$ cat config.mk
export PLATFORM = sky130hd
export DESIGN_NAME = fec_flash_cmd
export DESIGN_NICKNAME = d
export VERILOG_FILES = /design/src/include/fec_pkg.sv /design/src/rtl/fec_flash_cmd.sv
export SDC_FILE = /design/constraint.sdc
export NUM_CORES = 1
export LEC_CHECK = 0
export ABC_CLOCK_PERIOD_IN_PS = 3100
export BUFFER_PORTS_ARGS = -buffer_cell sky130_fd_sc_hd__buf_4
export CAP_MARGIN = 20
export CORE_ASPECT_RATIO = 0.75
export CORE_MARGIN = 2
export CORE_UTILIZATION = 45
export CTS_CLUSTER_SIZE = 30
export DETAILED_ROUTE_END_ITERATION = 10
export GPL_TIMING_DRIVEN = 0
export PLACE_DENSITY = 0.62
export SYNTH_ARGS = -nofsm -noshare
export SYNTH_HDL_FRONTEND = slang
export SYNTH_SLANG_ARGS = --single-unit
$ cat constraint.sdc
create_clock -name core_clk_i -period 3.1 [get_ports core_clk_i]
set_clock_uncertainty 0.15 [all_clocks]
set_input_delay 0.93 -clock core_clk_i [delete_from_list [all_inputs] [get_ports core_clk_i]]
set_output_delay 0.93 -clock core_clk_i [all_outputs]
set_load 0.005 [all_outputs]
$ cat src/include/fec_pkg.sv
// constants, field layouts and carrier types for the flash command block
// assumes a 250 MHz core clock; the serial link is sampled, not clocked on
package fec_pkg;

	// core clock period in ns
	localparam int unsigned CLK_PERIOD_NS = 4;

	// a least time in ns rounded up to whole core cycles, never below one
	function automatic int unsigned cyc_ceil(input int unsigned ns);
		int unsigned c;
		c = (ns + CLK_PERIOD_NS - 1) / CLK_PERIOD_NS;
		return (c == 0) ? 1 : c;
	endfunction

	// opcodes seen on the link
	localparam logic [7:0] OP_WRITE_ENABLE = 8'h06;
	localparam logic [7:0] OP_ERASE_A      = 8'h60;
	localparam logic [7:0] OP_ERASE_B      = 8'hc7;
	localparam logic [7:0] OP_SLEEP        = 8'hb9;
	localparam logic [7:0] OP_WAKE         = 8'hab;
	localparam logic [7:0] OP_RST_EN       = 8'h66;
	localparam logic [7:0] OP_RST          = 8'h99;
	localparam logic [7:0] OP_ID_X1        = 8'h90;
	localparam logic [7:0] OP_ID_X2        = 8'h92;
	localparam logic [7:0] OP_ID_X4        = 8'h94;
	localparam logic [7:0] OP_IDENT        = 8'h9f;

	// argument lengths in bits: three dummy bytes, or a 24-bit address
	localparam logic [4:0] ARG_BITS = 5'h18;

	// timing, in ns as given, then in cycles
	localparam int unsigned SLEEP_ENTRY_NS     = 3000;
	localparam int unsigned WAKE_RECOVERY_NS   = 8000;
	localparam int unsigned WAKE_CODE_RECOV_NS = 8000;
	localparam int unsigned ERASE_DURATION_NS  = 20000000;
	localparam int unsigned SLEEP_ENTRY_CYC    = cyc_ceil(SLEEP_ENTRY_NS);
	localparam int unsigned WAKE_RECOVERY_CYC  = cyc_ceil(WAKE_RECOVERY_NS);
	localparam int unsigned WAKE_CODE_CYC      = cyc_ceil(WAKE_CODE_RECOV_NS);
	localparam int unsigned ERASE_CYC_DEF      = cyc_ceil(ERASE_DURATION_NS);

	// register map, byte addresses
	localparam logic [7:0] REG_STATUS  = 8'h00;
	localparam logic [7:0] REG_PROTECT = 8'h04;

	// status fields
	localparam int unsigned ST_WIP_BIT    = 0;
	localparam int unsigned ST_WEL_BIT    = 1;
	localparam int unsigned ST_SLEEP_BIT  = 2;
	localparam int unsigned ST_WAKING_BIT = 3;

	// protect fields and reset value
	localparam int unsigned PR_BP_LSB   = 0;
	localparam int unsigned PR_CMP_BIT  = 3;
	localparam logic [3:0]  PROTECT_RST = 4'h0;

	// serial frame states
	typedef enum logic [2:0] {
		S_IDLE = 3'b000,
		S_OPC  = 3'b001,
		S_ARG  = 3'b010,
		S_OUT  = 3'b011,
		S_TAIL = 3'b100,
		S_DROP = 3'b101
	} fec_frame_t;

	// pin carrier: select, serial clock and the four data lines
	typedef struct packed {
		logic       cs_n;
		logic       sclk;
		logic [3:0] io;
	} fec_pins_t;

endpackage

$ cat src/rtl/fec_flash_cmd.sv
// serial flash command handling: array erase, sleep entry and wake, id reads
// assumes pins arrive asynchronously and the link clock is much slower than core_clk_i
`timescale 1ns/1ps
`default_nettype none

// Functional notes
// RQ1: host sets write enable before erase
// RQ2: erase is one byte, else dropped
// RQ3: erase sets write_in_progress until done
// RQ4: erase clears write enable latch midway
// RQ5: erase only when fully unprotected
// RQ6: sleep only via sleep command
// RQ7: in sleep only wake and reset accepted
// RQ8: sleep one byte, takes effect after delay
// RQ9: sleep command rejected while busy
// RQ10: power up always in standby
// RQ11: wake waits recovery before new commands
// RQ12: wake command returns repeating device code
// RQ13: wake with code waits longer recovery (the code uses 8000 ns for both WAKE_RECOVERY_NS and WAKE_CODE_RECOV_NS)
// RQ14: wake command ignored while busy
// RQ15: maker/device read, address picks order
// RQ16: dual-line maker/device read
// RQ17: quad-line maker/device read
// RQ18: ident read returns three bytes
// RQ19: ident read ignored while busy
// RQ20: host avoids ident read in sleep
// RQ21: deselect ends output, back to standby
// RQ22: rising edge sampling, falling edge output
module fec_flash_cmd
	import fec_pkg::*;
#(
	parameter int unsigned ERASE_CYC  = ERASE_CYC_DEF,
	parameter logic [7:0]  MAKER_CODE = 8'h5a, // arbitrary value
	parameter logic [7:0]  DEV_CODE   = 8'h3c, // arbitrary value
	parameter logic [7:0]  TYPE_CODE  = 8'h61, // arbitrary value
	parameter logic [7:0]  CAP_CODE   = 8'h19  // arbitrary value
) (
	// clock and reset
	input  wire logic        core_clk_i,
	input  wire logic        reset_n_i,
	// register port
	input  wire logic [7:0]  reg_addr_i,
	input  wire logic [31:0] reg_wdata_i,
	input  wire logic        reg_wr_i,
	input  wire logic        reg_rd_i,
	output logic      [31:0] reg_rdata_o,
	// serial link pins
	input  wire logic        cs_n_i,
	input  wire logic        sclk_i,
	input  wire logic [3:0]  io_i,
	output logic      [3:0]  io_o,
	output logic      [3:0]  io_oe_o
);

	// id byte for the current read, by opcode and byte position
	function automatic logic [7:0] ident_byte(input logic [7:0] op, input logic [1:0] idx);
		logic [7:0] b;
		b = DEV_CODE;
		if (op == OP_IDENT)
			b = (idx == 2'h0) ? MAKER_CODE : (idx == 2'h1) ? TYPE_CODE : CAP_CODE;
		else if (op != OP_WAKE)
			b = (idx == 2'h0) ? MAKER_CODE : DEV_CODE;
		return b;
	endfunction

	// number of id bytes before the sequence repeats
	function automatic logic [1:0] ident_len(input logic [7:0] op);
		return (op == OP_IDENT) ? 2'h3 : (op == OP_WAKE) ? 2'h1 : 2'h2;
	endfunction

	// whether an opcode may start in the present device state
	function automatic logic cmd_allowed(input logic [7:0] op, input logic slp,
			input logic blocked);
		logic ok;
		ok = !blocked;
		if (slp)
			ok = ok && (op == OP_WAKE || op == OP_RST_EN || op == OP_RST);
		return ok;
	endfunction

	logic [5:0]  sync1_reg;
	logic [5:0]  sync2_reg;
	logic [5:0]  sync3_reg;
	fec_pins_t   pin_reg;
	logic        sclk_prev_reg;
	logic        cs_prev_reg;
	fec_frame_t  frame_reg;
	logic [7:0]  opc_reg;
	logic [4:0]  bit_cnt_reg;
	logic [2:0]  lane_w_reg;
	logic [1:0]  out_idx_reg;
	logic [3:0]  out_pos_reg;
	logic [7:0]  out_byte_reg;
	logic        wip_reg;
	logic        wel_reg;
	logic [31:0] erase_cnt_reg;
	logic        sleep_reg;
	logic [31:0] sleep_cnt_reg;
	logic [31:0] wake_cnt_reg;
	logic        rst_arm_reg;
	logic [3:0]  protect_reg;
	logic        first_cyc_reg;
	logic        sclk_rise;
	logic        sclk_fall;
	logic        cs_rise;
	logic        cs_fall;
	logic [7:0]  opc_full;
	logic        opc_done;
	logic        waking;
	logic        protect_ok;
	logic        exec_valid;
	logic        start_erase;
	logic        wake_exec;
	logic [7:0]  cur_byte;

	// three-stage pin capture; a bit moves on only once stages two and three agree
	always_ff @(posedge core_clk_i or negedge reset_n_i) begin
		if (!reset_n_i) begin
			sync1_reg <= 6'h3f;
			sync2_reg <= 6'h3f;
			sync3_reg <= 6'h3f;
			pin_reg   <= fec_pins_t'(6'h3f);
		end else begin
			sync1_reg <= {cs_n_i, sclk_i, io_i};
			sync2_reg <= sync1_reg;
			sync3_reg <= sync2_reg;
			pin_reg   <= fec_pins_t'((sync2_reg & sync3_reg)
				| (6'(pin_reg) & (sync2_reg ^ sync3_reg)));
		end
	end

	// edge history of the filtered select and clock
	always_ff @(posedge core_clk_i or negedge reset_n_i) begin
		if (!reset_n_i) begin
			sclk_prev_reg <= 1'b1;
			cs_prev_reg   <= 1'b1;
		end else begin
			sclk_prev_reg <= pin_reg.sclk;
			cs_prev_reg   <= pin_reg.cs_n;
		end
	end

	// link events and command qualifiers
	assign sclk_rise   = pin_reg.sclk & ~sclk_prev_reg & ~pin_reg.cs_n;
	assign sclk_fall   = ~pin_reg.sclk & sclk_prev_reg & ~pin_reg.cs_n;
	assign cs_rise     = pin_reg.cs_n & ~cs_prev_reg;
	assign cs_fall     = ~pin_reg.cs_n & cs_prev_reg;
	assign opc_full    = {opc_reg[6:0], pin_reg.io[0]};
	assign opc_done    = (frame_reg == S_OPC) && sclk_rise && (bit_cnt_reg == 5'h07);
	assign waking      = (sleep_cnt_reg != 32'h0) || (wake_cnt_reg != 32'h0);
	assign protect_ok  = (protect_reg[PR_BP_LSB +: 3] == 3'h0 && !protect_reg[PR_CMP_BIT])
		|| (protect_reg[PR_BP_LSB +: 3] == 3'h7 && protect_reg[PR_CMP_BIT]); // RQ5
	assign exec_valid  = cs_rise && (frame_reg == S_TAIL); // RQ2
	assign start_erase = exec_valid && (opc_reg == OP_ERASE_A || opc_reg == OP_ERASE_B)
		&& wel_reg && protect_ok; // RQ1
	assign wake_exec   = cs_rise && sleep_reg && (opc_reg == OP_WAKE)
		&& (frame_reg == S_ARG || frame_reg == S_OUT);
	assign cur_byte    = (out_pos_reg == 4'h0) ? ident_byte(opc_reg, out_idx_reg) : out_byte_reg;

	// frame sequencer: opcode, argument, output, or wait for deselect
	always_ff @(posedge core_clk_i or negedge reset_n_i) begin
		if (!reset_n_i) begin
			frame_reg   <= S_IDLE;
			opc_reg     <= 8'h00;
			bit_cnt_reg <= 5'h00;
			lane_w_reg  <= 3'h1;
			out_idx_reg <= 2'h0;
		end else if (pin_reg.cs_n) begin
			frame_reg <= S_IDLE; // RQ21
		end else if (cs_fall) begin
			frame_reg   <= S_OPC;
			bit_cnt_reg <= 5'h00;
			lane_w_reg  <= 3'h1;
			out_idx_reg <= 2'h0;
		end else begin
			unique case (frame_reg)
				S_IDLE: begin
					frame_reg <= S_DROP; // selected mid-frame: wait for next select
				end
				S_OPC: if (sclk_rise) begin
					opc_reg     <= opc_full; // RQ22
					bit_cnt_reg <= 5'(bit_cnt_reg + 5'h01);
					if (bit_cnt_reg == 5'h07) begin
						bit_cnt_reg <= 5'h00;
						if (!cmd_allowed(opc_full, sleep_reg, wip_reg || waking))
							frame_reg <= S_DROP; // RQ7 RQ9 RQ11 RQ14 RQ19
						else if (opc_full == OP_WAKE)
							frame_reg <= S_ARG;
						else if (opc_full == OP_ID_X1 || opc_full == OP_ID_X2
								|| opc_full == OP_ID_X4) begin
							frame_reg  <= S_ARG;
							lane_w_reg <= (opc_full == OP_ID_X4) ? 3'h4
								: (opc_full == OP_ID_X2) ? 3'h2 : 3'h1; // RQ16 RQ17
						end else if (opc_full == OP_IDENT)
							frame_reg <= S_OUT; // RQ18
						else if (opc_full == OP_WRITE_ENABLE || opc_full == OP_ERASE_A
								|| opc_full == OP_ERASE_B || opc_full == OP_SLEEP
								|| opc_full == OP_RST_EN || opc_full == OP_RST)
							frame_reg <= S_TAIL;
						else
							frame_reg <= S_DROP;
					end
				end
				S_ARG: if (sclk_rise) begin
					bit_cnt_reg <= 5'(bit_cnt_reg + 5'(lane_w_reg));
					if (5'(bit_cnt_reg + 5'(lane_w_reg)) == ARG_BITS) begin
						frame_reg <= S_OUT; // RQ12
						// last address bit picks which code comes first
						if (opc_reg != OP_WAKE)
							out_idx_reg <= {1'b0, pin_reg.io[0]}; // RQ15
					end
				end
				S_OUT: if (sclk_fall && (4'(out_pos_reg + 4'(lane_w_reg)) == 4'h8)) begin
					out_idx_reg <= (2'(out_idx_reg + 2'h1) == ident_len(opc_reg))
						? 2'h0 : 2'(out_idx_reg + 2'h1); // RQ12
				end
				S_TAIL: if (sclk_rise) begin
					frame_reg <= S_DROP; // RQ2 RQ8
				end
				S_DROP: begin
					frame_reg <= S_DROP;
				end
				default: begin
					frame_reg <= S_DROP;
				end
			endcase
		end
	end

	// output shifter: data changes only on falling edges, msb first
	always_ff @(posedge core_clk_i or negedge reset_n_i) begin
		if (!reset_n_i) begin
			out_pos_reg  <= 4'h0;
			out_byte_reg <= 8'h00;
			io_o         <= 4'h0;
			io_oe_o      <= 4'h0;
		end else if (frame_reg != S_OUT) begin
			out_pos_reg <= 4'h0;
			io_oe_o     <= 4'h0; // RQ21
		end else if (sclk_fall) begin
			out_pos_reg <= (4'(out_pos_reg + 4'(lane_w_reg)) == 4'h8)
				? 4'h0 : 4'(out_pos_reg + 4'(lane_w_reg)); // RQ22
			unique case (lane_w_reg)
				3'h4: begin
					io_o         <= cur_byte[7:4]; // RQ17
					io_oe_o      <= 4'hf;
					out_byte_reg <= {cur_byte[3:0], 4'h0};
				end
				3'h2: begin
					io_o         <= {2'h0, cur_byte[7:6]}; // RQ16
					io_oe_o      <= 4'h3;
					out_byte_reg <= {cur_byte[5:0], 2'h0};
				end
				default: begin
					io_o         <= {2'h0, cur_byte[7], 1'b0}; // RQ15 RQ18
					io_oe_o      <= 4'h2;
					out_byte_reg <= {cur_byte[6:0], 1'b0};
				end
			endcase
		end
	end

	// self-timed array erase; the latch is dropped halfway so it is clear before the end
	always_ff @(posedge core_clk_i or negedge reset_n_i) begin
		if (!reset_n_i) begin
			wip_reg       <= 1'b0;
			erase_cnt_reg <= 32'h0;
		end else if (start_erase) begin
			wip_reg       <= 1'b1; // RQ3
			erase_cnt_reg <= 32'(ERASE_CYC);
		end else if (wip_reg) begin
			erase_cnt_reg <= 32'(erase_cnt_reg - 32'h1);
			if (erase_cnt_reg == 32'h1)
				wip_reg <= 1'b0; // RQ3
		end
	end

	// write enable latch; a set and a midway clear never meet since commands wait out erase
	always_ff @(posedge core_clk_i or negedge reset_n_i) begin
		if (!reset_n_i) begin
			wel_reg <= 1'b0;
		end else if (exec_valid && opc_reg == OP_WRITE_ENABLE) begin
			wel_reg <= 1'b1;
		end else if (wip_reg && erase_cnt_reg == 32'(ERASE_CYC / 2)) begin
			wel_reg <= 1'b0; // RQ4
		end else if (exec_valid && opc_reg == OP_RST && rst_arm_reg) begin
			wel_reg <= 1'b0;
		end
	end

	// reset arming: the reset opcode counts only right after reset-enable
	always_ff @(posedge core_clk_i or negedge reset_n_i) begin
		if (!reset_n_i)
			rst_arm_reg <= 1'b0;
		else if (cs_rise)
			rst_arm_reg <= exec_valid && (opc_reg == OP_RST_EN);
	end

	// sleep entry delay, sleep state and wake recovery; reset lands in standby
	always_ff @(posedge core_clk_i or negedge reset_n_i) begin
		if (!reset_n_i) begin
			sleep_reg     <= 1'b0; // RQ10
			sleep_cnt_reg <= 32'h0;
			wake_cnt_reg  <= 32'h0;
		end else begin
			if (exec_valid && opc_reg == OP_SLEEP)
				sleep_cnt_reg <= 32'(SLEEP_ENTRY_CYC); // RQ6 RQ8
			else if (sleep_cnt_reg != 32'h0)
				sleep_cnt_reg <= 32'(sleep_cnt_reg - 32'h1);
			if (sleep_cnt_reg == 32'h1)
				sleep_reg <= 1'b1; // RQ8
			else if (wake_exec || (exec_valid && opc_reg == OP_RST && rst_arm_reg))
				sleep_reg <= 1'b0; // RQ7
			// a bare wake frame ends after the opcode; any longer wake frame takes the code recovery
			if (wake_exec)
				wake_cnt_reg <= (frame_reg == S_ARG && bit_cnt_reg == 5'h00)
					? 32'(WAKE_RECOVERY_CYC) : 32'(WAKE_CODE_CYC); // RQ11 RQ13
			else if (wake_cnt_reg != 32'h0)
				wake_cnt_reg <= 32'(wake_cnt_reg - 32'h1);
		end
	end

	// marks the first cycle after reset release
	always_ff @(posedge core_clk_i or negedge reset_n_i) begin
		if (!reset_n_i)
			first_cyc_reg <= 1'b1;
		else
			first_cyc_reg <= 1'b0;
	end

	// software protect register
	always_ff @(posedge core_clk_i or negedge reset_n_i) begin
		if (!reset_n_i)
			protect_reg <= PROTECT_RST;
		else if (reg_wr_i && reg_addr_i == REG_PROTECT)
			protect_reg <= reg_wdata_i[3:0];
	end

	// read data stand one cycle after the strobe; unmapped reads return zero
	always_ff @(posedge core_clk_i or negedge reset_n_i) begin
		if (!reset_n_i)
			reg_rdata_o <= 32'h0;
		else if (reg_rd_i && reg_addr_i == REG_STATUS) begin
			reg_rdata_o                <= 32'h0;
			reg_rdata_o[ST_WIP_BIT]    <= wip_reg;
			reg_rdata_o[ST_WEL_BIT]    <= wel_reg;
			reg_rdata_o[ST_SLEEP_BIT]  <= sleep_reg;
			reg_rdata_o[ST_WAKING_BIT] <= waking;
		end else if (reg_rd_i && reg_addr_i == REG_PROTECT)
			reg_rdata_o <= {28'h0, protect_reg};
		else
			reg_rdata_o <= 32'h0;
	end

	property p_one_byte_only;
		@(posedge core_clk_i) disable iff (!reset_n_i)
		(frame_reg == S_TAIL && sclk_rise) |=> (frame_reg == S_DROP || frame_reg == S_IDLE);
	endproperty
	a_one_byte_only: assert property (p_one_byte_only) else $error("extra bit kept command"); // RQ2

	property p_erase_busy;
		@(posedge core_clk_i) disable iff (!reset_n_i)
		$fell(wip_reg) |-> $past(erase_cnt_reg) == 32'h1;
	endproperty
	a_erase_busy: assert property (p_erase_busy) else $error("busy ended early"); // RQ3

	property p_latch_cleared;
		@(posedge core_clk_i) disable iff (!reset_n_i)
		$fell(wip_reg) |-> !wel_reg;
	endproperty
	a_latch_cleared: assert property (p_latch_cleared) else $error("latch set after erase"); // RQ4

	property p_protect_gate;
		@(posedge core_clk_i) disable iff (!reset_n_i)
		$rose(wip_reg) |-> $past(protect_ok && wel_reg);
	endproperty
	a_protect_gate: assert property (p_protect_gate) else $error("erase while protected"); // RQ5

	property p_sleep_by_cmd;
		@(posedge core_clk_i) disable iff (!reset_n_i)
		$rose(sleep_reg) |-> $past(sleep_cnt_reg) == 32'h1;
	endproperty
	a_sleep_by_cmd: assert property (p_sleep_by_cmd) else $error("sleep without command"); // RQ6

	property p_sleep_filter;
		@(posedge core_clk_i) disable iff (!reset_n_i)
		(sleep_reg && opc_done && opc_full != OP_WAKE && opc_full != OP_RST_EN
			&& opc_full != OP_RST) |=> frame_reg == S_DROP;
	endproperty
	a_sleep_filter: assert property (p_sleep_filter) else $error("command taken in sleep"); // RQ7

	property p_sleep_delay;
		@(posedge core_clk_i) disable iff (!reset_n_i)
		(exec_valid && opc_reg == OP_SLEEP) |=> !sleep_reg ##1 !sleep_reg;
	endproperty
	a_sleep_delay: assert property (p_sleep_delay) else $error("sleep too soon"); // RQ8

	property p_sleep_busy;
		@(posedge core_clk_i) disable iff (!reset_n_i)
		(wip_reg && opc_done && opc_full == OP_SLEEP) |=> frame_reg == S_DROP;
	endproperty
	a_sleep_busy: assert property (p_sleep_busy) else $error("sleep taken while busy"); // RQ9

	property p_powerup;
		@(posedge core_clk_i) disable iff (!reset_n_i)
		first_cyc_reg |-> (!sleep_reg && !waking && !wip_reg);
	endproperty
	a_powerup: assert property (p_powerup) else $error("not standby after reset"); // RQ10

	property p_recovery_block;
		@(posedge core_clk_i) disable iff (!reset_n_i)
		(wake_cnt_reg != 32'h0 && opc_done) |=> frame_reg == S_DROP;
	endproperty
	a_recovery_block: assert property (p_recovery_block) else $error("command in recovery"); // RQ11

	property p_wake_code;
		@(posedge core_clk_i) disable iff (!reset_n_i)
		(frame_reg == S_OUT && opc_reg == OP_WAKE && sclk_fall && out_pos_reg == 4'h0)
			|=> io_o[1] == DEV_CODE[7];
	endproperty
	a_wake_code: assert property (p_wake_code) else $error("wrong device code"); // RQ12

	property p_code_recovery;
		@(posedge core_clk_i) disable iff (!reset_n_i)
		(wake_exec && frame_reg == S_OUT) |=> (!sleep_reg && wake_cnt_reg == 32'(WAKE_CODE_CYC));
	endproperty
	a_code_recovery: assert property (p_code_recovery) else $error("wrong recovery"); // RQ13

	property p_wake_busy;
		@(posedge core_clk_i) disable iff (!reset_n_i)
		(wip_reg && opc_done && opc_full == OP_WAKE) |=> frame_reg == S_DROP;
	endproperty
	a_wake_busy: assert property (p_wake_busy) else $error("wake taken while busy"); // RQ14

	property p_id_order;
		@(posedge core_clk_i) disable iff (!reset_n_i)
		(frame_reg == S_OUT && opc_reg == OP_ID_X1 && sclk_fall && out_pos_reg == 4'h0)
			|=> io_o[1] == (($past(out_idx_reg) == 2'h0) ? MAKER_CODE[7] : DEV_CODE[7]);
	endproperty
	a_id_order: assert property (p_id_order) else $error("id order wrong"); // RQ15

	property p_id_dual;
		@(posedge core_clk_i) disable iff (!reset_n_i)
		(frame_reg == S_OUT && opc_reg == OP_ID_X2 && sclk_fall) |=> io_oe_o == 4'h3;
	endproperty
	a_id_dual: assert property (p_id_dual) else $error("dual lanes wrong"); // RQ16

	property p_id_quad;
		@(posedge core_clk_i) disable iff (!reset_n_i)
		(frame_reg == S_OUT && opc_reg == OP_ID_X4 && sclk_fall && out_pos_reg == 4'h0)
			|=> (io_oe_o == 4'hf && io_o == (($past(out_idx_reg) == 2'h0)
				? MAKER_CODE[7:4] : DEV_CODE[7:4]));
	endproperty
	a_id_quad: assert property (p_id_quad) else $error("quad lanes wrong"); // RQ17

	property p_ident_cap;
		@(posedge core_clk_i) disable iff (!reset_n_i)
		(frame_reg == S_OUT && opc_reg == OP_IDENT && sclk_fall && out_pos_reg == 4'h0
			&& out_idx_reg == 2'h2) |=> io_o[1] == CAP_CODE[7];
	endproperty
	a_ident_cap: assert property (p_ident_cap) else $error("capacity byte wrong"); // RQ18

	property p_ident_busy;
		@(posedge core_clk_i) disable iff (!reset_n_i)
		(wip_reg && opc_done && opc_full == OP_IDENT) |=> frame_reg == S_DROP;
	endproperty
	a_ident_busy: assert property (p_ident_busy) else $error("ident taken while busy"); // RQ19

	property p_deselect;
		@(posedge core_clk_i) disable iff (!reset_n_i)
		cs_rise |=> (frame_reg == S_IDLE ##1 io_oe_o == 4'h0);
	endproperty
	a_deselect: assert property (p_deselect) else $error("output after deselect"); // RQ21

	property p_rise_sample;
		@(posedge core_clk_i) disable iff (!reset_n_i)
		(frame_reg == S_OPC && sclk_rise) |=> opc_reg[0] == $past(pin_reg.io[0]);
	endproperty
	a_rise_sample: assert property (p_rise_sample) else $error("bit not sampled"); // RQ22

endmodule

`default_nettype wire

== After elaboration in Yosys (flattened, before gate mapping) ==
Index checks and enable logic that the tools add are counted.
Storage, ports and cells
  register bits after elaboration: 203
  output and inout bits: 40
  logic and storage cells: 232
Operators by class
  equal/unequal tests: 49
  bitwise gates (word level): 16
  mux-type cells: 72
  reductions and logical operators: 62
  add/subtract/negate cells: 7
Operators by type and width (number)
  two-way mux 32 bit: 7
  == test 8 bit (second input constant): 13
  subtractor 32 x 1 -> 32 bit (second input constant): 3
  == test 32 x 1 -> 1 bit (second input constant): 2
  nonzero test 32 bit: 2
  two-way mux 3 bit: 19
  == test 32 x 22 -> 1 bit (second input constant): 1
  == test 8 x 7 -> 1 bit (second input constant): 4
  two-way mux 7 bit: 4
  == test 8 x 3 -> 1 bit (second input constant): 3
  two-way mux 4 bit: 6
  logical AND 1 bit: 20
  two-way mux 5 bit: 4
  nonzero test 2 bit: 10
  two-way mux 2 bit: 9
  two-way mux 8 bit: 2
  != test 4 bit (second input constant): 4
  one-hot mux 4 bit (2 select lines): 2
  one-hot mux 8 bit (2 select lines): 1
  logical OR 1 bit: 15
  two-way mux 1 bit: 15
  != test 3 bit (second input constant): 5
  AND 6 bit: 2
  one-hot mux 3 bit (4 select lines): 1
  other kinds (32): 52

== Logic depth before layout (Yosys ltp) ==
Gate-level depths: netlist of the first run.
  word-level depth: 17
  mapped depth: 9
  gate-level depth less buffers: 8

== Worst setup path after synthesis of the first run ==
OpenSTA, ideal clock, no wires.
  path kind: register to register
  start point: reg bit_cnt_reg[0]
  end point: reg out_idx_reg[0]
  cell stages (with the launch flop): 9
  data arrival time: 2.595 ns
  library setup time: 0.125 ns
  buffers on the path: 0
  data required time: 2.825 ns
  path slack: 0.230 ns
  path through: dfrtp_1 ha_1 fa_1 nor2_1 o21ai_0 a2111oi_0 nand2_1 a211oi_1 mux2_2
On the way
  cells in the longest elaborated chain, start to end: 4
RTL lines
  start: declaration: RTL line fec_flash_cmd.sv:89  | logic [4:0] bit_cnt_reg;
  start signal: assignment: RTL line fec_flash_cmd.sv:182  | bit_cnt_reg <= 5'(bit_cnt_reg + 5'h01);
  start signal: assignment: RTL line fec_flash_cmd.sv:205  | bit_cnt_reg <= 5'(bit_cnt_reg + 5'(lane_w_reg));
  adder 5 x 3 -> 5 bit: RTL line fec_flash_cmd.sv:206  | if (5'(bit_cnt_reg + 5'(lane_w_reg)) == ARG_BITS) begin
  == test 5 bit: RTL line fec_flash_cmd.sv:206
  != test 3 bit (no line)
  AND reduction 6 bit (no line)
  end signal: assignment: RTL line fec_flash_cmd.sv:210  | out_idx_reg <= {1'b0, pin_reg.io[0]};
  end signal: assignment: RTL line fec_flash_cmd.sv:214  | out_idx_reg <= (2'(out_idx_reg + 2'h1) == ident_len(opc_reg))
  end: declaration: RTL line fec_flash_cmd.sv:91  | logic [1:0] out_idx_reg;
Every way passes these cells.
A chain may end at the register's enable or synchronous reset.

== Final worst setup path of the first run ==
  start point: reg sleep_cnt_reg[20]
  end point: reg frame_reg[0]
On the way
  cells in the longest elaborated chain, start to end: 17
RTL lines
  start: declaration: RTL line fec_flash_cmd.sv:98  | logic [31:0] sleep_cnt_reg;
  start signal: assignment: RTL line fec_flash_cmd.sv:307  | sleep_cnt_reg <= 32'(SLEEP_ENTRY_CYC);
  start signal: assignment: RTL line fec_flash_cmd.sv:309  | sleep_cnt_reg <= 32'(sleep_cnt_reg - 32'h1);
  nonzero test 32 bit *: RTL line fec_flash_cmd.sv:150  | assign waking = (sleep_cnt_reg != 32'h0) || (wake_cnt_reg != 32'h0);
  logical OR 1 bit *: RTL line fec_flash_cmd.sv:150
  logical OR 1 bit *: RTL line fec_flash_cmd.sv:185  | if (!cmd_allowed(opc_full, sleep_reg, wip_reg || waking))
  logical NOT 1 bit *: RTL line fec_flash_cmd.sv:75  | ok = !blocked;
  logical AND 1 bit: RTL line fec_flash_cmd.sv:77  | ok = ok && (op == OP_WAKE || op == OP_RST_EN || op == OP_RST);
  two-way mux 1 bit *: RTL line fec_flash_cmd.sv:76  | if (slp)
  two-way mux 1 bit *: RTL line fec_flash_cmd.sv:183  | if (bit_cnt_reg == 5'h07) begin
  two-way mux 1 bit *: RTL line fec_flash_cmd.sv:180  | S_OPC: if (sclk_rise) begin
  two-way mux 1 bit *: RTL line fec_flash_cmd.sv:176  | unique case (frame_reg)
  two-way mux 1 bit *: RTL line fec_flash_cmd.sv:170  | end else if (cs_fall) begin
  two-way mux 1 bit *: RTL line fec_flash_cmd.sv:168  | end else if (pin_reg.cs_n) begin
  two-way mux 3 bit *: RTL line fec_flash_cmd.sv:185
  two-way mux 3 bit *: RTL line fec_flash_cmd.sv:183
  two-way mux 3 bit *: RTL line fec_flash_cmd.sv:180
  one-hot mux 3 bit (4 select lines) *: RTL line fec_flash_cmd.sv:176
  two-way mux 3 bit *: RTL line fec_flash_cmd.sv:170
  two-way mux 3 bit *: RTL line fec_flash_cmd.sv:168
  end signal: assignment: RTL line fec_flash_cmd.sv:169  | frame_reg <= S_IDLE;
  end signal: assignment: RTL line fec_flash_cmd.sv:171  | frame_reg <= S_OPC;
  end signal: assignment: RTL line fec_flash_cmd.sv:178  | frame_reg <= S_DROP;
  end: declaration: RTL line fec_flash_cmd.sv:87  | fec_frame_t frame_reg;
Mark *: on every way between the ends. The rest lies on a longest branch, timed or not. The select of a mux whose other input is x is not followed.

==> flow_metrics.env, run 1 <==
export IMPL_setup_tns_ps=0
export IMPL_start_kind="register"
export IMPL_place_area_um2=9540
export IMPL_sw_ratio_pct=28.1
export IMPL_finalWeightedCongestion=0.817
export IMPL_postSynth_asyncResetShare_pct=100
export IMPL_cp_data_required_time_ps=3250
export IMPL_run_status="complete, no violations"
export IMPL_pwr_density_cell_nw_per_um2=514
export IMPL_htreeDepth=4
export IMPL_tritoncts_num_buffers=17
export IMPL_synth_area_leaders="sky130_fd_sc_hd__dfrtp_1, sky130_fd_sc_hd__nor2_1, sky130_fd_sc_hd__xnor2_1"
export IMPL_p_leak_nw=4.92
export IMPL_max_slew_margin_pct=42.8
export IMPL_final_max_slew_violation_count=0
export IMPL_track_usage_pct=18.6
export IMPL_die_width_um=166
export IMPL_synthesis_area_um2=8860
export IMPL_hpwlAfterDp_um=12900
export IMPL_clk_pin_slew_ps=70
export IMPL_grt_max_degree=102
export IMPL_antenna_violating_nets_post_route=0
export IMPL_seq_power_share_pct=44.7
export IMPL_setup_violations=0
export IMPL_fin_nets=1095
export IMPL_cts_sink_count=161
export IMPL_synth_enable_flop_cells=0
export IMPL_groute_layer_met2_usage_pct=26.4
export IMPL_antenna_cells=0
export IMPL_ys_warn_count=0
export IMPL_min_period_ps=2940
export IMPL_routedWlPerCell_um=14.5
export IMPL_synth_top_flop_cell="sky130_fd_sc_hd__dfrtp_1"
export IMPL_pre_cts_slack_ps=-173
export IMPL_syn_inst=943
export IMPL_comb_power_share_pct=14.9
export IMPL_worstHoldEndpoint="sync2_reg[0]$_DFF_PN1_"
export IMPL_first_global_vias=6515
export IMPL_p_int_mw=3.78
export IMPL_via_per_inst=5.36
export IMPL_synth_ff_latch_count=161
export IMPL_r2r_cells=6
export IMPL_final_layout_size_suffix_gt1_share_pct=15.7
export IMPL_die_y_um=126
export IMPL_yosysUniqueCellTypes=66
export IMPL_dieArea_um2=20800
export IMPL_port_buffers=29
export IMPL_timing_critical_path_arrival_ps=3100
export IMPL_start_util_pct=45.9
export IMPL_fmaxAchievable_mhz=340
export IMPL_fin_area_um2=10200
export IMPL_drt_pre_antenna_iters=5
export IMPL_met3_usage_pct=4.43
export IMPL_gr_total_overflow=0
export IMPL_synthesis_area_per_instance_um2=9.40
export IMPL_yosys_area_top_type="sky130_fd_sc_hd__dfrtp_1"
export IMPL_final_period_utilization_pct=94.9
export IMPL_worst_setup_path_type="reg2reg"
export IMPL_vdd_drop_max_mv=0.362
export IMPL_worst_hold_path_type="reg2reg"
export IMPL_crit_path_end_kind="register"
export IMPL_cts_tree="done"
export IMPL_min_from="sync1_reg[0]$_DFF_PN1_"
export IMPL_grt_first_pass_wirelength_um=32100
export IMPL_drv_max_cap_violation_count=0
export IMPL_hold_viol_final=0
export IMPL_yosys_area_top_type_share_pct=41.2
export IMPL_drc=0
export IMPL_grt_busiest_layer="met1"
export IMPL_ys_seq_area_share_pct=45.7
export IMPL_grt_antenna_before_repair=0
export IMPL_io_pins=90
export IMPL_route_vias_total=6910
export IMPL_max_clock_path_buffers=2
export IMPL_layout_commonest_cell="sky130_fd_sc_hd__dfrtp_1"
export IMPL_power_clock_fraction_pct=40.4
export IMPL_crit_path_max_fanout=6
export IMPL_layout_common_cells="sky130_fd_sc_hd__dfrtp_1, sky130_fd_sc_hd__nor2_1, sky130_fd_sc_hd__nand2_1, sky130_fd_sc_hd__buf_4, sky130_fd_sc_hd__xnor2_1"
export IMPL_critPathMaxStageDelay_ps=620
export IMPL_post_route_worst_setup_slack_ps=157
export IMPL_detail_route_wirelength_um=18700
export IMPL_area_growth_synth_to_final_pct=15.4
export IMPL_reg2reg_slack_ps=160
export IMPL_grt_util_met1_pct=28.4
export IMPL_p_sw_mw=1.48
export IMPL_post_cts_hold_buffer_count=0
export IMPL_regToRegStartpoint="sleep_cnt_reg[20]$_DFFE_PN0P_"
export IMPL_core_area_um2=19300
export IMPL_crit_slowest_cell="sky130_fd_sc_hd__or4_1"
export IMPL_hold_path_depth=0
export IMPL_reg2reg_to="frame_reg[0]$_DFFE_PN0P_"
export IMPL_clock_latency_ps=430
export IMPL_fp_row_count=44
export IMPL_unrepaired_setup_endpoints_after_global_routing="false"
export IMPL_drt_iter0_drc=541
export IMPL_slew_of_the_pin_with_the_lowest_slew_margin_ps=851
export IMPL_cp_cell_sequence="or4_1, or4_4, nor3_4, and3_1, nand2_1, o41a_1"
export IMPL_cts_root_buf="sky130_fd_sc_hd__clkbuf_16"
Yosys cell counts, drive strengths merged, types with 14 or more instances:
cell and number:
a21oi 30, nand2 81, ha 20, xor2 36, nor4 34, nor3 39
clkbuf 38, or3 28, or2 14, mux2 16, xnor2 49, o21ai 23
buf 30, inv 17, nor2 137, or4 15, dfrtp 146, nand3 33
dfstp 15
cells by family (layout without fill, tap and decap cells):
kind of cell	after synthesis	count (layout)	synth area share, %
flops	161	161	45.7
fa+ha+maj	22	22	3.28
buf+inv	85	150	4.84
other cells	1	28	0.0423
simple gates	451	451	26.2
compound gates	111	111	8.27
mux	27	27	3.28
xor+xnor	85	85	8.40
per-stage QoR:
stage               instances  utilization, %  power, mW  hold slack, ps
floorplan                 970               -       2.91             195
global placement         1252            49.2       3.13             197
detailed placement       1254            49.4       3.14             197
CTS                      1287            52.6       5.30             207
global route             1288            52.9       5.54             208
finish                   1288            52.9       5.26             206
power groups by stage:
| stage | Combinational [mW] | Sequential, mW | Clock, mW |
|---|---|---|---|
| final | 0.782 | 2.35 | 2.13 |
| after CTS | 0.766 | 2.35 | 2.18 |
| after global placement | 0.746 | 2.38 | 0 |
| after global routing | 0.884 | 2.37 | 2.28 |
| after detailed placement | 0.760 | 2.38 | 0 |
| after floorplan | 0.558 | 2.36 | 0 |
final cells by class:
class	count	area, µm²
fill	1781	9100
multi-input combinational	724	4560
sequential	161	4050
clock buffer	19	443
buffer	67	362
tap	253	317
timing repair buffer	35	288
clock inverter	12	149
inverter	17	63.8
critical path: cells and delay by family (launching register included):
kind            cells  cell delay [ps]
flops               1              410
simple gates        5             1850
compound gates      1              400
routing by layer:
metal | part of all wire (%) | vias up
met5 | 0 | -
met4 | 1.0 | 0
met3 | 4.9 | 17
met2 | 42 | 148
met1 | 52 | 3321
li1 | - | 3424
worst max path at each step:
stage,start,to,slack (ps),depth (start not counted)
after floorplan,bit_cnt_reg[0]$_DFFE_PN0P_,out_idx_reg[0]$_DFFE_PN0P_,230,8
after global placement,lane_w_reg[0]$_DFFE_PN1P_,out_idx_reg[0]$_DFFE_PN0P_,-180,8
after detailed placement,lane_w_reg[0]$_DFFE_PN1P_,out_idx_reg[0]$_DFFE_PN0P_,-170,8
after CTS,sleep_cnt_reg[6]$_DFFE_PN0P_,frame_reg[0]$_DFFE_PN0P_,20,7
after global routing,sleep_cnt_reg[20]$_DFFE_PN0P_,frame_reg[0]$_DFFE_PN0P_,5,6
final,sleep_cnt_reg[20]$_DFFE_PN0P_,frame_reg[0]$_DFFE_PN0P_,160,6
what timing repair did:
item	CTS	global route
setup endpoints to repair	17	44
pin swaps	1	2
resized for setup	6	7
buffers inserted	2	2
cloned	0	0
Note: power is estimated with default switching activity, not from simulation.
==> inputs of run 2 (changes only) <==
--- a/config.mk
+++ b/config.mk
@@ -15,6 +15,7 @@
 export DETAILED_ROUTE_END_ITERATION = 10
 export GPL_TIMING_DRIVEN = 0
 export PLACE_DENSITY = 0.62
+export RECOVER_POWER = 100
 export SYNTH_ARGS = -nofsm -noshare
 export SYNTH_HDL_FRONTEND = slang
 export SYNTH_SLANG_ARGS = --single-unit
==> run 2 against run 1 <==
Compared with the run above:
- the flow now finishes with violations (max-capacitance violations, max-slew violations)
- global-route usage stayed put
- core utilization is 0.16 points lower
- power is 0.16% lower
- clock power hardly changed
- combinational power is 1% lower
- final cell count stayed put
- first-iteration DRC count is 2.6% higher
- clock-buffer cell count stayed put
- via count is 0.46% lower
- critical path type unchanged
- critical endpoint unchanged
- largest power group unchanged
==> flow_metrics.env, run 2 (synthesis results as in run 1) <==
export IMPL_run_status="complete, but fails checks"
export IMPL_failed_checks="max-capacitance violations, max-slew violations"
export IMPL_htreeDepth=4
export IMPL_pwr_density_cell_nw_per_um2=515
export IMPL_port_buffers=29
export IMPL_clock_latency_ps=430
export IMPL_cts_tree="done"
export IMPL_route_vias_total=6878
export IMPL_start_kind="register"
export IMPL_detail_route_wirelength_um=18700
export IMPL_critical_path_n_buffers_inverters=0
export IMPL_dieArea_um2=20800
export IMPL_grt_antenna_before_repair=0
export IMPL_setup_violations=0
export IMPL_max_clock_path_buffers=2
export IMPL_p_leak_nw=4.89
export IMPL_die_width_um=166
export IMPL_drt_iter0_drc=555
export IMPL_final_period_utilization_pct=94.8
export IMPL_core_area_um2=19300
export IMPL_cp_cell_sequence="or4_1, or4_4, nor3_4, and3_1, nand2_1, o41a_1"
export IMPL_fp_row_count=44
export IMPL_sw_ratio_pct=28.1
export IMPL_comb_power_share_pct=14.7
export IMPL_worst_hold_path_type="reg2reg"
export IMPL_start_util_pct=45.9
export IMPL_finalWeightedCongestion=0.817
export IMPL_tritoncts_num_buffers=17
export IMPL_post_route_worst_setup_slack_ps=161
export IMPL_hold_viol_final=0
export IMPL_die_y_um=126
export IMPL_cts_sink_count=161
export IMPL_fin_worst_hold_slack_ps=212
export IMPL_seq_power_share_pct=44.8
export IMPL_drv_max_cap_violation_count=1
export IMPL_io_pins=90
export IMPL_layout_common_cells="sky130_fd_sc_hd__dfrtp_1, sky130_fd_sc_hd__nor2_1, sky130_fd_sc_hd__nand2_1, sky130_fd_sc_hd__xnor2_1, sky130_fd_sc_hd__buf_4"
export IMPL_vdd_drop_max_mv=0.363
export IMPL_antenna_cells=0
export IMPL_critPathMaxStageDelay_ps=620
export IMPL_min_period_ps=2940
export IMPL_reg2reg_slack_ps=160
export IMPL_grt_first_pass_wirelength_um=32100
export IMPL_hpwlAfterDp_um=12900
export IMPL_track_usage_pct=18.6
export IMPL_crit_slowest_cell="sky130_fd_sc_hd__or4_1"
export IMPL_crit_path_max_fanout=6
export IMPL_cts_root_buf="sky130_fd_sc_hd__clkbuf_16"
export IMPL_final_max_slew_violation_count=62
export IMPL_grt_max_degree=102
export IMPL_fill_cells=1787
export IMPL_final_core_utilization_pct=52.8
export IMPL_fin_nets=1095
export IMPL_via_per_inst=5.34
export IMPL_cp_data_required_time_ps=3250
export IMPL_gr_total_overflow=0
export IMPL_unrepaired_setup_endpoints_after_global_routing="false"
export IMPL_final_layout_size_suffix_gt1_share_pct=15.2
export IMPL_routedWlPerCell_um=14.5
export IMPL_layout_commonest_cell="sky130_fd_sc_hd__dfrtp_1"
export IMPL_max_slew_margin_pct=-1.60
export IMPL_timing_critical_path_arrival_ps=3090
export IMPL_drc=0
export IMPL_slew_of_the_pin_with_the_lowest_slew_margin_ps=1520
export IMPL_pre_cts_slack_ps=-173
export IMPL_power_clock_fraction_pct=40.5
export IMPL_area_growth_synth_to_final_pct=15.0
export IMPL_p_int_mw=3.78
export IMPL_clk_pin_slew_ps=70
export IMPL_first_global_vias=6515
export IMPL_crit_path_end_kind="register"
export IMPL_worst_path_dominant_cell_family="simple AND/OR/NAND/NOR gates"
export IMPL_post_cts_hold_buffer_count=0
export IMPL_drt_pre_antenna_iters=8
export IMPL_p_sw_mw=1.48
export IMPL_fmaxAchievable_mhz=340
export IMPL_worst_setup_path_type="reg2reg"
export IMPL_antenna_violating_nets_post_route=0
[run 2: final timing paths]
kind	startpoint	end	cells after the start
worst max register to register	sleep_cnt_reg[20]$_DFFE_PN0P_	frame_reg[0]$_DFFE_PN0P_	6
worst min-delay path	sync1_reg[0]$_DFF_PN1_	sync2_reg[0]$_DFF_PN1_	0
worst min register to register	sync1_reg[0]$_DFF_PN1_	sync2_reg[0]$_DFF_PN1_	0
max in group asynchronous	reset_n_i	erase_cnt_reg[13]$_DFFE_PN0P_	2
worst max-delay path	sleep_cnt_reg[20]$_DFFE_PN0P_	frame_reg[0]$_DFFE_PN0P_	6
min in group asynchronous	reset_n_i	out_pos_reg[2]$_DFFE_PN0P_	1
[run 2: stage by stage]
stage	total power, mW	std cells	cell area, µm²	setup TNS (ps)
finish	5.25	1288	10200	0
global route	5.53	1288	10200	0
CTS	5.30	1287	10200	0
detailed placement	3.14	1254	9540	-1820
global placement	3.13	1252	9500	-1610
floorplan	2.91	970	8960	0
[run 2: layout make-up]
type | count | area [µm²] | share of cell area (%)
well taps | 253 | 317 | 3.10
plain buffers | 67 | 362 | 3.55
repair buffers | 35 | 258 | 2.53
inverters | 17 | 63.8 | 0.626
clock inverters | 12 | 149 | 1.46
flip-flops and latches | 161 | 4050 | 39.7
clock buffers | 19 | 443 | 4.34
multi-input cells | 724 | 4560 | 44.7
[run 2: metal layers]
layer  track usage [%]  part of all wire, %  up-vias
li1                  -                    -     3421
met1              28.4                   53     3310
met2              26.4                   42      131
met3              4.43                  4.4       16
met4              4.60                  1.0        0
met5                 0                    0        -
[run 2: power by group through the flow]
stage	sequential, mW	combinational [mW]	clock, mW
2_1_floorplan	2.36	0.558	0
3_3_place_gp	2.38	0.746	0
3_5_place_dp	2.38	0.760	0
4_1_cts	2.35	0.766	2.18
5_1_grt	2.37	0.879	2.28
6_report	2.35	0.774	2.13
[run 2: what timing repair did]
item,4_1_cts,5_1_grt
pin swaps,1,2
resized for setup,6,7
setup buffers,2,2
setup endpoints to repair,17,44
==> inputs of run 3 (changes only) <==
--- a/config.mk
+++ b/config.mk
@@ -10,11 +10,11 @@
 export CAP_MARGIN = 20
 export CORE_ASPECT_RATIO = 0.75
 export CORE_MARGIN = 2
-export CORE_UTILIZATION = 45
+export CORE_UTILIZATION = 30
 export CTS_CLUSTER_SIZE = 30
 export DETAILED_ROUTE_END_ITERATION = 10
 export GPL_TIMING_DRIVEN = 0
-export PLACE_DENSITY = 0.62
+export PLACE_DENSITY = 0.44
 export RECOVER_POWER = 100
 export SYNTH_ARGS = -nofsm -noshare
 export SYNTH_HDL_FRONTEND = slang
==> run 3 against run 2 <==
Compared with the run above:
- the flow still finishes with violations (max-capacitance violations, max-slew violations)
- first-iteration DRC count is 29% lower
- worst setup slack worse by 49 ps
- combinational power is 1% higher
- sequential share of layout area is 0.82 points lower
- final cell count is 11% higher
- core utilization is 17 points lower
- highest routed layer unchanged
==> flow_metrics.env, run 3 (synthesis results as in run 1) <==
export IMPL_crit_slowest_cell="sky130_fd_sc_hd__dfstp_2"
export IMPL_area_growth_synth_to_final_pct=17.5
export IMPL_grt_antenna_before_repair=0
export IMPL_first_global_vias=6598
export IMPL_p_int_mw=3.68
export IMPL_fill_cells=3019
export IMPL_crit_path_end_kind="register"
export IMPL_die_y_um=153
export IMPL_antenna_cells=0
export IMPL_die_width_um=202
export IMPL_drc=0
export IMPL_gr_total_overflow=0
export IMPL_hold_viol_final=0
export IMPL_htreeDepth=4
export IMPL_crit_path_max_fanout=5
export IMPL_max_slew_margin_pct=-38.6
export IMPL_drt_pre_antenna_iters=7
export IMPL_route_vias_total=6810
export IMPL_final_layout_size_suffix_gt1_share_pct=16.2
export IMPL_dieArea_um2=30900
export IMPL_final_max_slew_violation_count=90
export IMPL_place_area_um2=9710
export IMPL_worstSetupEndpoint="out_idx_reg[0]$_DFFE_PN0P_"
export IMPL_grt_max_degree=91
export IMPL_seq_power_share_pct=45.0
export IMPL_power_clock_fraction_pct=40.0
export IMPL_reg2reg_slack_ps=110
export IMPL_fin_nets=1098
export IMPL_regToRegStartpoint="lane_w_reg[0]$_DFFE_PN1P_"
export IMPL_clock_latency_ps=440
export IMPL_worst_hold_path_type="reg2reg"
export IMPL_p_sw_mw=1.54
export IMPL_layout_commonest_cell="sky130_fd_sc_hd__dfrtp_1"
export IMPL_unrepaired_setup_endpoints_after_global_routing="false"
export IMPL_fp_row_count=54
export IMPL_timing_critical_path_arrival_ps=3150
export IMPL_clk_pin_slew_ps=70
export IMPL_cts_sink_count=161
export IMPL_drv_max_cap_violation_count=1
export IMPL_detail_route_wirelength_um=20700
export IMPL_setup_violations=0
export IMPL_cts_tree="done"
export IMPL_fin_area_um2=10400
export IMPL_max_clock_path_buffers=2
export IMPL_p_leak_nw=4.90
export IMPL_routedWlPerCell_um=14.5
export IMPL_pre_cts_slack_ps=-339
export IMPL_cp_cell_sequence="ha_1, fa_1, nor2_1, nand4b_1, a2111oi_2, nand2_1, a211oi_2, mux2_2"
export IMPL_startpoint="lane_w_reg[0]$_DFFE_PN1P_"
export IMPL_fin_worst_hold_slack_ps=211
export IMPL_final_period_utilization_pct=96.4
export IMPL_port_buffers=29
export IMPL_r2r_cells=8
export IMPL_track_usage_pct=13.9
export IMPL_fmaxAchievable_mhz=335
export IMPL_grt_first_pass_wirelength_um=35000
export IMPL_reg2reg_to="out_idx_reg[0]$_DFFE_PN0P_"
export IMPL_layout_common_cells="sky130_fd_sc_hd__dfrtp_1, sky130_fd_sc_hd__nor2_1, sky130_fd_sc_hd__nand2_1, sky130_fd_sc_hd__xnor2_1, sky130_fd_sc_hd__buf_4"
export IMPL_worst_setup_path_type="reg2reg"
export IMPL_sw_ratio_pct=29.5
export IMPL_io_pins=90
export IMPL_via_per_inst=4.76
export IMPL_hpwlAfterDp_um=14400
export IMPL_total_power_mw=5.22
export IMPL_tritoncts_num_buffers=17
export IMPL_antenna_violating_nets_post_route=0
export IMPL_drt_iter0_drc=395
export IMPL_core_area_um2=29100
export IMPL_cp_data_required_time_ps=3270
export IMPL_run_status="complete, but fails checks"
export IMPL_cts_root_buf="sky130_fd_sc_hd__clkbuf_16"
export IMPL_vdd_drop_max_mv=0.344
export IMPL_critPathMaxStageDelay_ps=600
export IMPL_start_kind="register"
export IMPL_failed_checks="max-capacitance violations, max-slew violations"
export IMPL_min_period_ps=2990
export IMPL_pwr_density_cell_nw_per_um2=501
export IMPL_slew_of_the_pin_with_the_lowest_slew_margin_ps=2080
export IMPL_start_util_pct=30.5
export IMPL_finalWeightedCongestion=0.798
export IMPL_comb_power_share_pct=15.0
export IMPL_post_route_worst_setup_slack_ps=112
export IMPL_post_cts_hold_buffer_count=0
## run 3: changes by cell type in the layout (fill, tap and decap cells not counted), moves of 2 or more
cell | previous run | this run
sky130_fd_sc_hd__or4_4 | 3 | 5
sky130_fd_sc_hd__buf_4 | 44 | 47
sky130_fd_sc_hd__inv_6 | 3 | 6
sky130_fd_sc_hd__clkbuf_1 | 39 | 36
sky130_fd_sc_hd__or4_1 | 12 | 10
## run 3: worst min-delay path by stage
| stage | start | to | slack (ps) | cells after the start |
|---|---|---|---|---|
| finish | sync1_reg[5]$_DFF_PN1_ | sync2_reg[5]$_DFF_PN1_ | 210 | 0 |
| global route | sync1_reg[0]$_DFF_PN1_ | sync2_reg[0]$_DFF_PN1_ | 210 | 0 |
| CTS | sync1_reg[5]$_DFF_PN1_ | sync2_reg[5]$_DFF_PN1_ | 210 | 0 |
| detailed placement | sync1_reg[5]$_DFF_PN1_ | sync2_reg[5]$_DFF_PN1_ | 200 | 0 |
| global placement | sync1_reg[4]$_DFF_PN1_ | sync2_reg[4]$_DFF_PN1_ | 200 | 0 |
| floorplan | sync1_reg[0]$_DFF_PN1_ | sync2_reg[0]$_DFF_PN1_ | 200 | 0 |
## run 3: area by class of cell
class	count	area [µm²]	share of cell area, %
Buffer	67	363	3.49
Multi-Input combinational cell	724	4570	43.9
Clock buffer	17	425	4.09
Clock inverter	15	148	1.42
Timing Repair Buffer	38	300	2.88
Tap cell	392	490	4.71
Inverter	17	63.8	0.613
Sequential cell	161	4050	38.9
## run 3: power by group through the flow
stage          clock (mW)  sequential, mW  combinational (mW)
2_1_floorplan           0            2.36               0.558
3_3_place_gp            0            2.39               0.771
3_5_place_dp            0            2.39               0.775
4_1_cts              2.17            2.35               0.783
5_1_grt              2.27            2.37               0.893
6_report             2.09            2.35               0.784
## run 3: stage by stage
step	setup TNS, ps	std cells	util [%]
global placement	-17770	1391	33.3
floorplan	0	970	-
detailed placement	-6340	1393	33.4
finish	0	1431	35.8
CTS	-820	1428	35.5
global route	0	1431	35.8
## run 3: timing repair
item                                    in CTS  in global routing
pin swaps                                    1                  3
hold endpoints to repair                     0                  0
buffers inserted                             3                  4
endpoints found under the setup margin      45                 59
resized for setup                            5                 14
## run 3: metal layers
metal	share of wire [%]	wire length, µm	up-vias	global-route usage [%]
li1	-	-	3437	-
met1	56	11600	3254	21.9
met2	40	8240	100	18.7
met3	3.2	663	19	3.01
met4	0.96	199	0	3.58
met5	0	0	-	0
## run 3: worst max-delay path: cells and delay by family (launching register included)
family | cells | cell delay, ps
AOI/OAI and AO/OA | 2 | 710
adders and majority gates | 2 | 630
DFF | 1 | 600
muxes | 1 | 370
and+or+nand+nor | 3 | 420
